$ cat src/rgc_map.vh
// Purpose: Offsets, field positions and reset values for the runtime GPIO window
// Assumes: Byte-wide register port, offsets as printed
// Notes: Definitions only
`ifndef RGC_MAP_VH
`define RGC_MAP_VH
// Printed register offsets
`define RGC_OFF_PIN45 8'h6F
`define RGC_OFF_MON_INDEX 8'h70
`define RGC_OFF_MON_DATA 8'h71
`define RGC_OFF_PIN46 8'h72
`define RGC_OFF_PIN47 8'h73
`define RGC_OFF_RSV_LO 8'h74
`define RGC_OFF_RSV_HI 8'h7F
// Added control and status registers
`define RGC_OFF_IRQ_STS 8'h80
`define RGC_OFF_IRQ_MASK 8'h81
`define RGC_OFF_MISC_CTL 8'h82
`define RGC_OFF_PIN_STATE 8'h83
`define RGC_OFF_WAKE_STS5 8'h84
`define RGC_OFF_WAKE_AUX 8'h85
// Pin control fields
`define RGC_BIT_DIR 0
`define RGC_BIT_POL 1
`define RGC_BIT_ALT 2
`define RGC_BIT_OTYPE 7
// Misc control fields
`define RGC_BIT_SMI_EN 0
`define RGC_BIT_FDD_OD 1
`define RGC_BIT_FDD_B7 2
`define RGC_BIT_DENS_SEL 3
`define RGC_BIT_EDGE_SEL 4
`define RGC_BIT_SMI_OD 5
// Wake status fifth field
`define RGC_BIT_WS5_P53 3
// Reset values
`define RGC_RST_PIN_SIX 8'h01
`define RGC_RST_PIN_RST 8'h00
`define RGC_RST_ZERO 8'h00
`endif

$ cat src/rgc_gpio_window.v
// Purpose: Pin 4.5-4.7 control, monitor index/data pair, reserved range, event bits
// Assumes: Single 25 MHz clock, synchronous active-high reset, byte register port
// Notes: Monitor registers sit outside; this block forwards index and data strobes
//
// Contract
// RULE_01 - Bit 0: one is input, zero output
// RULE_02 - Bit 1: one inverts pin value
// RULE_03 - Six-port: bit2 set gives serial six
// RULE_04 - Reset variant: bit2 clear gives PCI resets
// RULE_05 - Bit 7: one open-drain, zero push-pull
// RULE_06 - Bits 6:3 reserved, no function
// RULE_07 - Index at 70 selects monitor register
// RULE_08 - Data at 71 accesses indexed register
// RULE_09 - Offsets 74-7F read as zero
// RULE_10 - Software programs all bits for alternates
// RULE_11 - Edge event: both edges set status
// RULE_12 - Density function: floppy bits override type
// RULE_13 - SMI inactive without group or enable
// RULE_14 - Inactive SMI floats or drives high
// RULE_15 - Main POR may set wake status bit3
// RULE_16 - Those bits stored, no circuit effect
// RULE_17 - Software picks ring wake enable
// RULE_18 - Software sets port-1 bit7 pin push-pull
// RULE_19 - Index persists until rewritten
`include "rgc_map.vh"
module rgc_gpio_window #(
  parameter SIX_PORT = 0, // 1 selects the six-port variant
  parameter NPIN = 3 // Pins 4.5, 4.6, 4.7
) (
  // Clock and reset
  input wire core_clk_i,
  input wire srst_i,
  // Register port
  input wire [7:0] reg_addr_i,
  input wire [7:0] reg_wdata_i,
  input wire reg_wr_i,
  input wire reg_rd_i,
  output reg [7:0] reg_rdata_o,
  // Hardware monitor side
  output wire [7:0] mon_index_o,
  output wire [7:0] mon_wdata_o,
  output wire mon_wr_o,
  output wire mon_rd_o,
  input wire [7:0] mon_rdata_i,
  // Pins 4.5..4.7, bit 0 is 4.5
  input wire [2:0] pin_in_i,
  output wire [2:0] pin_out_o,
  output wire [2:0] pin_oe_o,
  // Alternate function sources and sinks
  input wire [2:0] pci_reset_out_n_i,
  input wire serial_six_output_n_i,
  output wire serial_six_receive_o,
  output wire serial_six_input_n_o,
  input wire drive_density_select_i,
  // SMI pin and system events
  input wire smi_group_i,
  output wire smi_output_pin_out_o,
  output wire smi_output_pin_oe_o,
  input wire main_por_i,
  input wire pin_5_3_is_input_i,
  // Interrupt
  output wire irq_o
);

  // Pin control registers
  reg [7:0] pin_ctl_r [0:NPIN-1];
  reg [7:0] mon_index_r; // Monitor index
  reg [7:0] irq_sts_r; // Sticky events
  reg [7:0] irq_mask_r; // Interrupt mask
  reg [7:0] misc_ctl_r; // Misc control
  reg [7:0] wake_sts5_r; // Stored only
  reg [7:0] wake_aux_r; // Stored only
  // Three-stage synchroniser for pins
  reg [2:0] sync1_r;
  reg [2:0] sync2_r;
  reg [2:0] sync3_r;
  reg [2:0] pin_state_r; // Accepted pin level
  reg [7:0] rdata_nxt;
  integer i;

  // Reset value of a pin control register per variant
  function [7:0] pin_rst;
    input six;
    begin
      pin_rst = six ? `RGC_RST_PIN_SIX : `RGC_RST_PIN_RST;
    end
  endfunction

  // Offset decode into a pin index, or 3 when not a pin register
  function [1:0] pin_idx;
    input [7:0] a;
    begin
      case (a)
        `RGC_OFF_PIN45: pin_idx = 2'd0;
        `RGC_OFF_PIN46: pin_idx = 2'd1;
        `RGC_OFF_PIN47: pin_idx = 2'd2;
        default: pin_idx = 2'd3;
      endcase
    end
  endfunction

  wire [1:0] wr_pin = pin_idx(reg_addr_i);
  wire edge_sel = misc_ctl_r[`RGC_BIT_EDGE_SEL];
  wire dens_sel = misc_ctl_r[`RGC_BIT_DENS_SEL];

  // Monitor access straight through, index held until rewritten
  assign mon_index_o = mon_index_r; // RULE_07 RULE_19
  assign mon_wdata_o = reg_wdata_i;
  assign mon_wr_o = reg_wr_i && (reg_addr_i == `RGC_OFF_MON_DATA); // RULE_08
  assign mon_rd_o = reg_rd_i && (reg_addr_i == `RGC_OFF_MON_DATA); // RULE_08

  // Pin synchroniser: change accepted when stage two and three agree
  always @(posedge core_clk_i)
  begin
    if (srst_i)
    begin
      sync1_r <= 3'h0;
      sync2_r <= 3'h0;
      sync3_r <= 3'h0;
      pin_state_r <= 3'h0;
    end
    else
    begin
      sync1_r <= pin_in_i;
      sync2_r <= sync1_r;
      sync3_r <= sync2_r;
      // Bitwise agree filter
      pin_state_r <= (sync2_r & sync3_r) | (pin_state_r & (sync2_r | sync3_r));
    end
  end

  // Both edges on pin 4.5 count as an event when edge mode is on and pin 4.5 is an input
  wire [2:0] pin_next = (sync2_r & sync3_r) | (pin_state_r & (sync2_r | sync3_r));
  wire edge_evt = edge_sel && pin_ctl_r[0][`RGC_BIT_DIR]
    && (pin_next[0] != pin_state_r[0]); // RULE_11
  wire por_evt = main_por_i && pin_5_3_is_input_i; // RULE_15

  // Event vector into sticky status: bit0 edge, bit1 main POR
  wire [7:0] evt_vec = {6'h00, por_evt, edge_evt};

  // Register writes and event capture
  always @(posedge core_clk_i)
  begin
    if (srst_i)
    begin
      for (i = 0; i < NPIN; i = i + 1)
        pin_ctl_r[i] <= pin_rst(SIX_PORT != 0);
      mon_index_r <= `RGC_RST_ZERO; // RULE_07
      irq_sts_r <= `RGC_RST_ZERO;
      irq_mask_r <= `RGC_RST_ZERO;
      misc_ctl_r <= `RGC_RST_ZERO;
      wake_sts5_r <= `RGC_RST_ZERO;
      wake_aux_r <= `RGC_RST_ZERO;
    end
    else
    begin
      // Pin control, all eight bits stored, reserved bits inert
      if (reg_wr_i && wr_pin != 2'd3)
        pin_ctl_r[wr_pin] <= reg_wdata_i; // RULE_06
      if (reg_wr_i && reg_addr_i == `RGC_OFF_MON_INDEX)
        mon_index_r <= reg_wdata_i; // RULE_19
      if (reg_wr_i && reg_addr_i == `RGC_OFF_IRQ_MASK)
        irq_mask_r <= reg_wdata_i;
      if (reg_wr_i && reg_addr_i == `RGC_OFF_MISC_CTL)
        misc_ctl_r <= reg_wdata_i;
      if (reg_wr_i && reg_addr_i == `RGC_OFF_WAKE_AUX)
        wake_aux_r <= reg_wdata_i; // RULE_16
      // Wake status: writable, set on main POR; set wins over write
      if (reg_wr_i && reg_addr_i == `RGC_OFF_WAKE_STS5)
        wake_sts5_r <= reg_wdata_i; // RULE_16
      if (por_evt)
        wake_sts5_r[`RGC_BIT_WS5_P53] <= 1'b1; // RULE_15
      // Sticky status: write one clears, new event wins
      if (reg_wr_i && reg_addr_i == `RGC_OFF_IRQ_STS)
        irq_sts_r <= (irq_sts_r & ~reg_wdata_i) | evt_vec;
      else
        irq_sts_r <= irq_sts_r | evt_vec; // RULE_11
    end
  end

  assign irq_o = |(irq_sts_r & irq_mask_r);

  // Read mux, registered so data stand the cycle after the strobe
  always @*
  begin
    rdata_nxt = 8'h00;
    case (reg_addr_i)
      `RGC_OFF_PIN45: rdata_nxt = pin_ctl_r[0];
      `RGC_OFF_PIN46: rdata_nxt = pin_ctl_r[1];
      `RGC_OFF_PIN47: rdata_nxt = pin_ctl_r[2];
      `RGC_OFF_MON_INDEX: rdata_nxt = mon_index_r;
      // Monitor answers in the strobe cycle, captured like any register
      `RGC_OFF_MON_DATA: rdata_nxt = mon_rdata_i; // RULE_08
      `RGC_OFF_IRQ_STS: rdata_nxt = irq_sts_r;
      `RGC_OFF_IRQ_MASK: rdata_nxt = irq_mask_r;
      `RGC_OFF_MISC_CTL: rdata_nxt = misc_ctl_r;
      `RGC_OFF_PIN_STATE: rdata_nxt = {5'h00, pin_state_r};
      `RGC_OFF_WAKE_STS5: rdata_nxt = wake_sts5_r;
      `RGC_OFF_WAKE_AUX: rdata_nxt = wake_aux_r;
      // Reserved 74-7F and unmapped read zero
      default: rdata_nxt = 8'h00; // RULE_09
    endcase
  end

  // Read data register; monitor data comes back one cycle later too
  always @(posedge core_clk_i)
  begin
    if (srst_i)
      reg_rdata_o <= 8'h00;
    else if (reg_rd_i)
      reg_rdata_o <= rdata_nxt;
    else
      reg_rdata_o <= 8'h00;
  end
  // Monitor read data reaches the bus through the read mux above

  // Per-pin drive
  genvar g;
  generate
    for (g = 0; g < NPIN; g = g + 1)
    begin : pin_g
      wire [7:0] c = pin_ctl_r[g];
      wire alt = (SIX_PORT != 0) ? c[`RGC_BIT_ALT] : ~c[`RGC_BIT_ALT]; // RULE_03 RULE_04
      wire is_in = c[`RGC_BIT_DIR]; // RULE_01
      wire inv = c[`RGC_BIT_POL]; // RULE_02
      // Drive source: GPIO value is the inverted-or-not output; here low
      wire dens_here = dens_sel && (g == 0);
      wire src_val = dens_here ? drive_density_select_i
        : (alt ? ((SIX_PORT != 0) ? (g == 2 ? serial_six_output_n_i : 1'b1)
                                  : pci_reset_out_n_i[g])
               : 1'b0);
      wire val = src_val ^ inv; // RULE_02
      // Floppy bit overrides type when density function is on this pin
      wire od = dens_here ? misc_ctl_r[`RGC_BIT_FDD_OD]
        : c[`RGC_BIT_OTYPE]; // RULE_05 RULE_12
      wire drive = ~is_in || (dens_here && misc_ctl_r[`RGC_BIT_FDD_B7]); // RULE_12
      assign pin_out_o[g] = od ? 1'b0 : val;
      assign pin_oe_o[g] = drive && (od ? ~val : 1'b1); // RULE_05
    end
  endgenerate

  // Serial six inputs from the synchronised pins
  assign serial_six_receive_o = (SIX_PORT != 0) && pin_ctl_r[0][`RGC_BIT_ALT]
    ? pin_state_r[0] ^ pin_ctl_r[0][`RGC_BIT_POL] : 1'b1; // RULE_03
  assign serial_six_input_n_o = (SIX_PORT != 0) && pin_ctl_r[1][`RGC_BIT_ALT]
    ? pin_state_r[1] ^ pin_ctl_r[1][`RGC_BIT_POL] : 1'b1; // RULE_03

  // SMI pin: active low only when grouped SMI and enable both set
  wire smi_act = smi_group_i && misc_ctl_r[`RGC_BIT_SMI_EN]; // RULE_13
  assign smi_output_pin_out_o = ~smi_act; // RULE_14
  assign smi_output_pin_oe_o = smi_act || ~misc_ctl_r[`RGC_BIT_SMI_OD]; // RULE_14

endmodule

$ cat config.mk
export PLATFORM = sky130hd
export DESIGN_NAME = rgc_gpio_window
export DESIGN_NICKNAME = d
export VERILOG_FILES = /design/src/rgc_gpio_window.v
export VERILOG_INCLUDE_DIRS = /design/src /design/src/src
export SDC_FILE = /design/constraint.sdc
export NUM_CORES = 1
export LEC_CHECK = 0
export BUFFER_PORTS_ARGS = -buffer_cell sky130_fd_sc_hd__buf_4
export CORE_MARGIN = 2
export CORE_UTILIZATION = 50
export CTS_CLUSTER_SIZE = 14
export DETAILED_ROUTE_END_ITERATION = 10
export GPL_TIMING_DRIVEN = 0
export PLACE_DENSITY_LB_ADDON = 0.3
export SYNTH_ARGS = -nofsm -noshare
export SYNTH_HDL_FRONTEND = slang
export SYNTH_SLANG_ARGS = --single-unit
$ cat constraint.sdc
create_clock -name core_clk_i -period 1.7 [get_ports core_clk_i]
set_input_delay 0.34 -clock core_clk_i [delete_from_list [all_inputs] [get_ports core_clk_i]]
set_output_delay 0.34 -clock core_clk_i [all_outputs]
set_load 0.03 [all_outputs]
== Word level (Yosys, flattened, before mapping) ==
Memories as Yosys holds them, arrays and structs flattened.
Index checks and enable logic that the tools add are counted.

* Register bits after elaboration: 68
* Bits in writable memories: 24
* Bits of input ports: 39
* Output and inout port bits: 37
* Logic and storage cells: 94
* Memories kept: 1

{| class="wikitable"
|+ Memory list
! memory !! depth !! bits a word !! rd ports !! clocked after memory_dff !! wr ports !! line !! RTL
|-
| pin_ctl_r || 3 || 8 || 3 || 0 || 3 || rgc_gpio_window.v:66 || <nowiki>reg [7:0] pin_ctl_r [0:NPIN-1];</nowiki>
|}

* Equal/unequal tests: 13
* Multiplexer cells: 24
* Bitwise gates (word level): 21
* Reduce and logical (&&, ||, !) cells: 23

{| class="wikitable"
|+ Operator list
! kind !! count
|-
| 8-bit case mux with 11 select lines || 1
|-
| 8-bit == test (second input constant) || 6
|-
| 8-bit by 7-bit == test with 1-bit output (second input constant) || 5
|-
| 1-bit 2-to-1 mux || 18
|-
| 1-bit logical AND || 17
|-
| 8-bit bitwise AND || 2
|-
| 8-bit 2-to-1 mux || 2
|-
| 8-bit by 2-bit OR with 8-bit output || 2
|-
| 8-bit OR reduction || 2
|-
| 1-bit inverter || 9
|-
| 8-bit inverter || 1
|-
| 3-bit bitwise AND || 2
|-
| 3-bit OR || 2
|-
| 2-bit case mux with 3 select lines || 1
|-
| 4-bit 2-to-1 mux || 1
|-
| 1-bit XOR || 3
|-
| 1-bit logical OR || 2
|-
| 2-bit 2-to-1 mux || 1
|-
| 2-bit inequality test (second input constant) || 1
|-
| 2-bit nonzero test || 1
|-
| 2-bit OR reduction || 1
|-
| 1-bit inequality test || 1
|}

== Longest topological paths before layout ==
* Depth in word-level cells: 9
* Gate-level depth with buffers: 7
* Mapped depth without buffers: 5

== Least setup slack after synthesis ==
Ideal clock, no wire load.

* Path kind: register -> output
* Start: reg misc_ctl_r[3]
* End: out pin_oe_o[0]
* Arrival time: 1.936 ns
* Slack: -0.576 ns
* Stages on the path, launching flop included: 7
* Buffers on the path: 1
* Cell sequence: dfxtp_1 > clkbuf_1 > and2_1 > or3_1 > a31oi_1 > nor2_1 > a311oi_1

* Word-level cells in the longest chain between the ends: 5

{| class="wikitable"
|+ Ends and longest elaborated chain
! item !! line !! RTL
|-
| from (decl) || rgc_gpio_window.v:70 || <nowiki>reg [7:0] misc_ctl_r;</nowiki>
|-
| from (signal assigned) || rgc_gpio_window.v:151 || <nowiki>misc_ctl_r <= `RGC_RST_ZERO;</nowiki>
|-
| from (signal assigned) || rgc_gpio_window.v:165 || <nowiki>misc_ctl_r <= reg_wdata_i;</nowiki>
|-
| 1-bit 2-to-1 mux || rgc_gpio_window.v:228 || <nowiki>wire src_val = dens_here ? drive_density_select_i</nowiki>
|-
| 1-bit XOR || rgc_gpio_window.v:232 || <nowiki>wire val = src_val ^ inv;</nowiki>
|-
| 1-bit inverter || rgc_gpio_window.v:238 || <nowiki>assign pin_oe_o[g] = drive && (od ? ~val : 1'b1);</nowiki>
|-
| 1-bit 2-to-1 mux || rgc_gpio_window.v:238 ||
|-
| 1-bit logical AND * || rgc_gpio_window.v:238 ||
|-
| to (decl) || rgc_gpio_window.v:48 || <nowiki>output wire [2:0] pin_oe_o,</nowiki>
|}

Mark *: on every way between the ends. The rest lies on a longest branch, timed or not.

== Worst setup path after layout ==
Same ends and word-level chain as after synthesis.

==> key figures <==
Drt
  – Vias/cell: 5.97
  – DRC violations left: 0
  – Number of DRC markers in iteration 0: 451
  – WL final: 13.0 mm
  – Routed len/inst: about 20 um
  – Post-route ant nets: 0
  – DR vias: just under 4,000
  – Pre-antenna DRT Iters: 5

GRT
  – First-pass GRT wire length: 19.2 mm
  – Initial antenna violation count: 0
  – Via count of the first global-routing pass: ~3,600
  – GRT overflow: 0
  – Total GRT Usage: 0.267
  – Largest net degree at the start of global routing: 19

Timing
  – Final worst slack: -0.506 ns
  – Pin slew with the least headroom to its limit: slightly above 0.7 ns
  – Max Clk Rate: 453 MHz
  – Worst Skew: ~0.0064 ns
  – Worst hold margin: between 0.15 and 0.2 ns
  – Final setup vio count: 7
  – Final Hold Fails: 0
  – Unrepaired setup endpoints after global routing: true
  – Crit share post-route: 1.30
  – Slew HR: 0.528
  – Fin crit period: roughly 2.2 ns
  – Final-report max-slew violation count: 0

Worst setup path
  – RR Startpoint: pin_ctl_r[2][0]
  – CP max stage cell: or3_4
  – Reg2Reg Depth: 5
  – Slowest stage delay, CP: approximately 0.37 ns
  – Critical Path AT: approximately 1.9 ns
  – Worst EP required: approximately 1.4 ns
  – FF-to-FF setup slack: -0.02 ns
  – Startpoint types: flop
  – Worst Path Buf+Inv: 1
  – CP endpoint: pin_oe_o[0]
  – Critical path class: flop to output pin
  – Worst R2R End: reg_rdata_o[0]
  – Top delay family on crit path: simple AND/OR/NAND/NOR gates
  – Crit path capture type: output pin
  – WP depth: 6
  – CP startpoint: misc_ctl_r[3]
  – CP Max Fanout: 3
  – Crit path cell chain: and2_4 -> or3_4 -> a31oi_1 -> nor2_1 -> a311oi_4 -> buf_6

Clock tree
  – Clk sinks: 92
  – CTS tree: built
  – Cts hold-fix bufs: 0
  – Worst-path clk slew: 0.10 ns
  – H-tree Lvls: 3
  – CTS root buf: clkbuf_8
  – Total CTS buffers: 9
  – Clock Tree Buf Depth: 2
  – Clock Latency Late Sink: roughly 0.37 ns

Finish
  – Register area: around 0.0021 mm^2
  – Layout net count: between 500 and 600
  – Commonest non-fill, non-tap cell in the layout: buf_4
  – Area Overhead vs Synth: 25.0%
  – Most frequent cells in the layout: buf_4 (89), dfxtp_1 (67), nand2_1 (44), a21oi_1 (40), nand3_1 (30)
  – Fillers: 672
  – Design area: approximately 0.0054 mm^2
  – Multi-input logic area: around 0.0021 mm^2
  – Share of layout cells above drive strength 1: 0.297
  – N_diodes: 0

Floorplanning
  – I/O pin cnt: 76
  – Die Y: between 90 and 100 um
  – Width of the die: between 90 and 100 um
  – # rows: 33
  – Initial Util: 0.521
  – Die area: between 0.009 and 0.01 mm^2
  – Core ar.: 0.00830 mm^2

Synth
  – Cell Area, Synth: ~0.0043 mm^2
  – Biggest area consumer among synthesized cells: dfxtp_1
  – Ys Warns: 0
  – EDFF count, synth: 24
  – Syn Area/Cell: about 9.6 um^2
  – FF+latch count, synth: 92
  – Area contributors post-synth: dfxtp_1 (31%), edfxtp_1 (17%), mux2i_1 (5.8%)
  – Unique masters post-synth: ~50
  – Cell count after synthesis: 452
  – Synth top area share: 0.315
  – Async set or reset register ratio after synthesis: 0
  – Ys flop type: dfxtp_1
  – Seq/Total Area, Yosys: 0.481

Placement
  – PortBufs: just over 60
  – Dpl cell area: between 0.004 and 0.005 mm^2
  – Detailed Place HPWL: 9.18 mm
  – Routability Congestion: between 0.9 and 1

Run status
  – Status: complete, but fails checks
  – Failing checks: negative setup slack

Pwr
  – Pleak: between 2 and 2.5 nW
  – Peak VDD IR: just under 0.0005 V
  – Cell area power density: around 780 mW/mm^2

Min path
  – Min-delay worst type: input pin to flop
  – Hold Path Cell Cnt: 2

Run
  – Max_cap viols: 0
per-stage QoR:
stage / TNS (ns) / utilization / worst slack, ns / total power, W / cells
CTS: -0.908 / 0.636 / -0.548 / 0.00421 / 640
global route: -1.29 / 0.652 / -0.545 / 0.00433 / 651
detailed placement: -25.05 / 0.598 / -0.538 / 0.00278 / 620
finish: -0.979 / 0.652 / -0.506 / 0.00423 / 651
global placement: -23.18 / 0.598 / -0.482 / 0.00277 / 620
floorplan: -0.168 / - / -0.168 / 0.00260 / 453
layout make-up:
cell class	count	share of cell area
clock buffers	9	0.0229
multi-input cells	315	0.394
flip-flops and latches	92	0.386
well taps	105	0.0243
inverters	1	0.000694
clock inverters	7	0.0125
plain buffers	43	0.0460
repair buffers	79	0.114
repair_timing:
| action | CTS | global route |
|---|---|---|
| setup buffers | 6 | 11 |
| resized for setup | 23 | 14 |
| pin swaps | 5 | 7 |
| setup endpoints to repair | 23 | 35 |
| gates cloned | 0 | 0 |
sequential cells by signal, indices dropped and copies added (netlist names):
register,count
irq_mask_r,8
irq_sts_r,8
misc_ctl_r,8
mon_index_o,8
pin_ctl_r,24
pin_state_r,3
reg_rdata_o,8
sync1_r,3
sync2_r,3
sync3_r,3
wake_aux_r,8
wake_sts5_r,8
power by group:
part | switching [W] | leakage [nW] | internal, W
Combinational | 0.000279 | 1.25 | 0.000191
Sequential | 0.0000278 | 0.778 | 0.00228
Clock | 0.000879 | 0.0954 | 0.000568
kinds of logic after synthesis:
logic type / synth area share
flops: 0.481
other cells: 0.000866
mux: 0.0890
xor+xnor: 0.00405
buf+inv: 0.0564
simple gates: 0.234
compound gates: 0.135
worst register-to-register path: cells and delay by family, from the launching register on:
kind	cells	cell delay, ns
flip-flops	1	0.43
multiplexers	1	0.29
AND/OR/NAND/NOR	1	0.09
AO/OA/AOI/OAI	3	0.79
how the worst min path moves through the flow:
stage,slack (ns),start,endpoint
floorplan,0.41,sync1_r[0],sync2_r[0]
global placement,0.42,sync1_r[1],sync2_r[1]
detailed placement,0.43,sync1_r[1],sync2_r[1]
CTS,0.16,pin_in_i[2],sync1_r[2]
global route,0.17,pin_in_i[0],sync1_r[0]
finish,0.17,pin_in_i[2],sync1_r[2]
synth_stat cells, drive strengths merged (4+ instances only):
cell type,instances
nor2,27
a22oi,13
mux2,8
and4b,4
o21ai,12
a221oi,4
nor3,4
buf,25
nand2,46
a21oi,40
a22o,5
a31oi,6
nand3,30
mux2i,25
dfxtp,68
and2,30
and3,4
clkbuf,20
nand2b,10
nor2b,16
edfxtp,24
metal layers:
layer,GRT usage,wire (um)
met5,0,0
met4,0.111,363
met3,0.0686,1250
met2,0.420,6140
met1,0.350,5260
No activity file was read; power rests on OpenSTA's default activity.
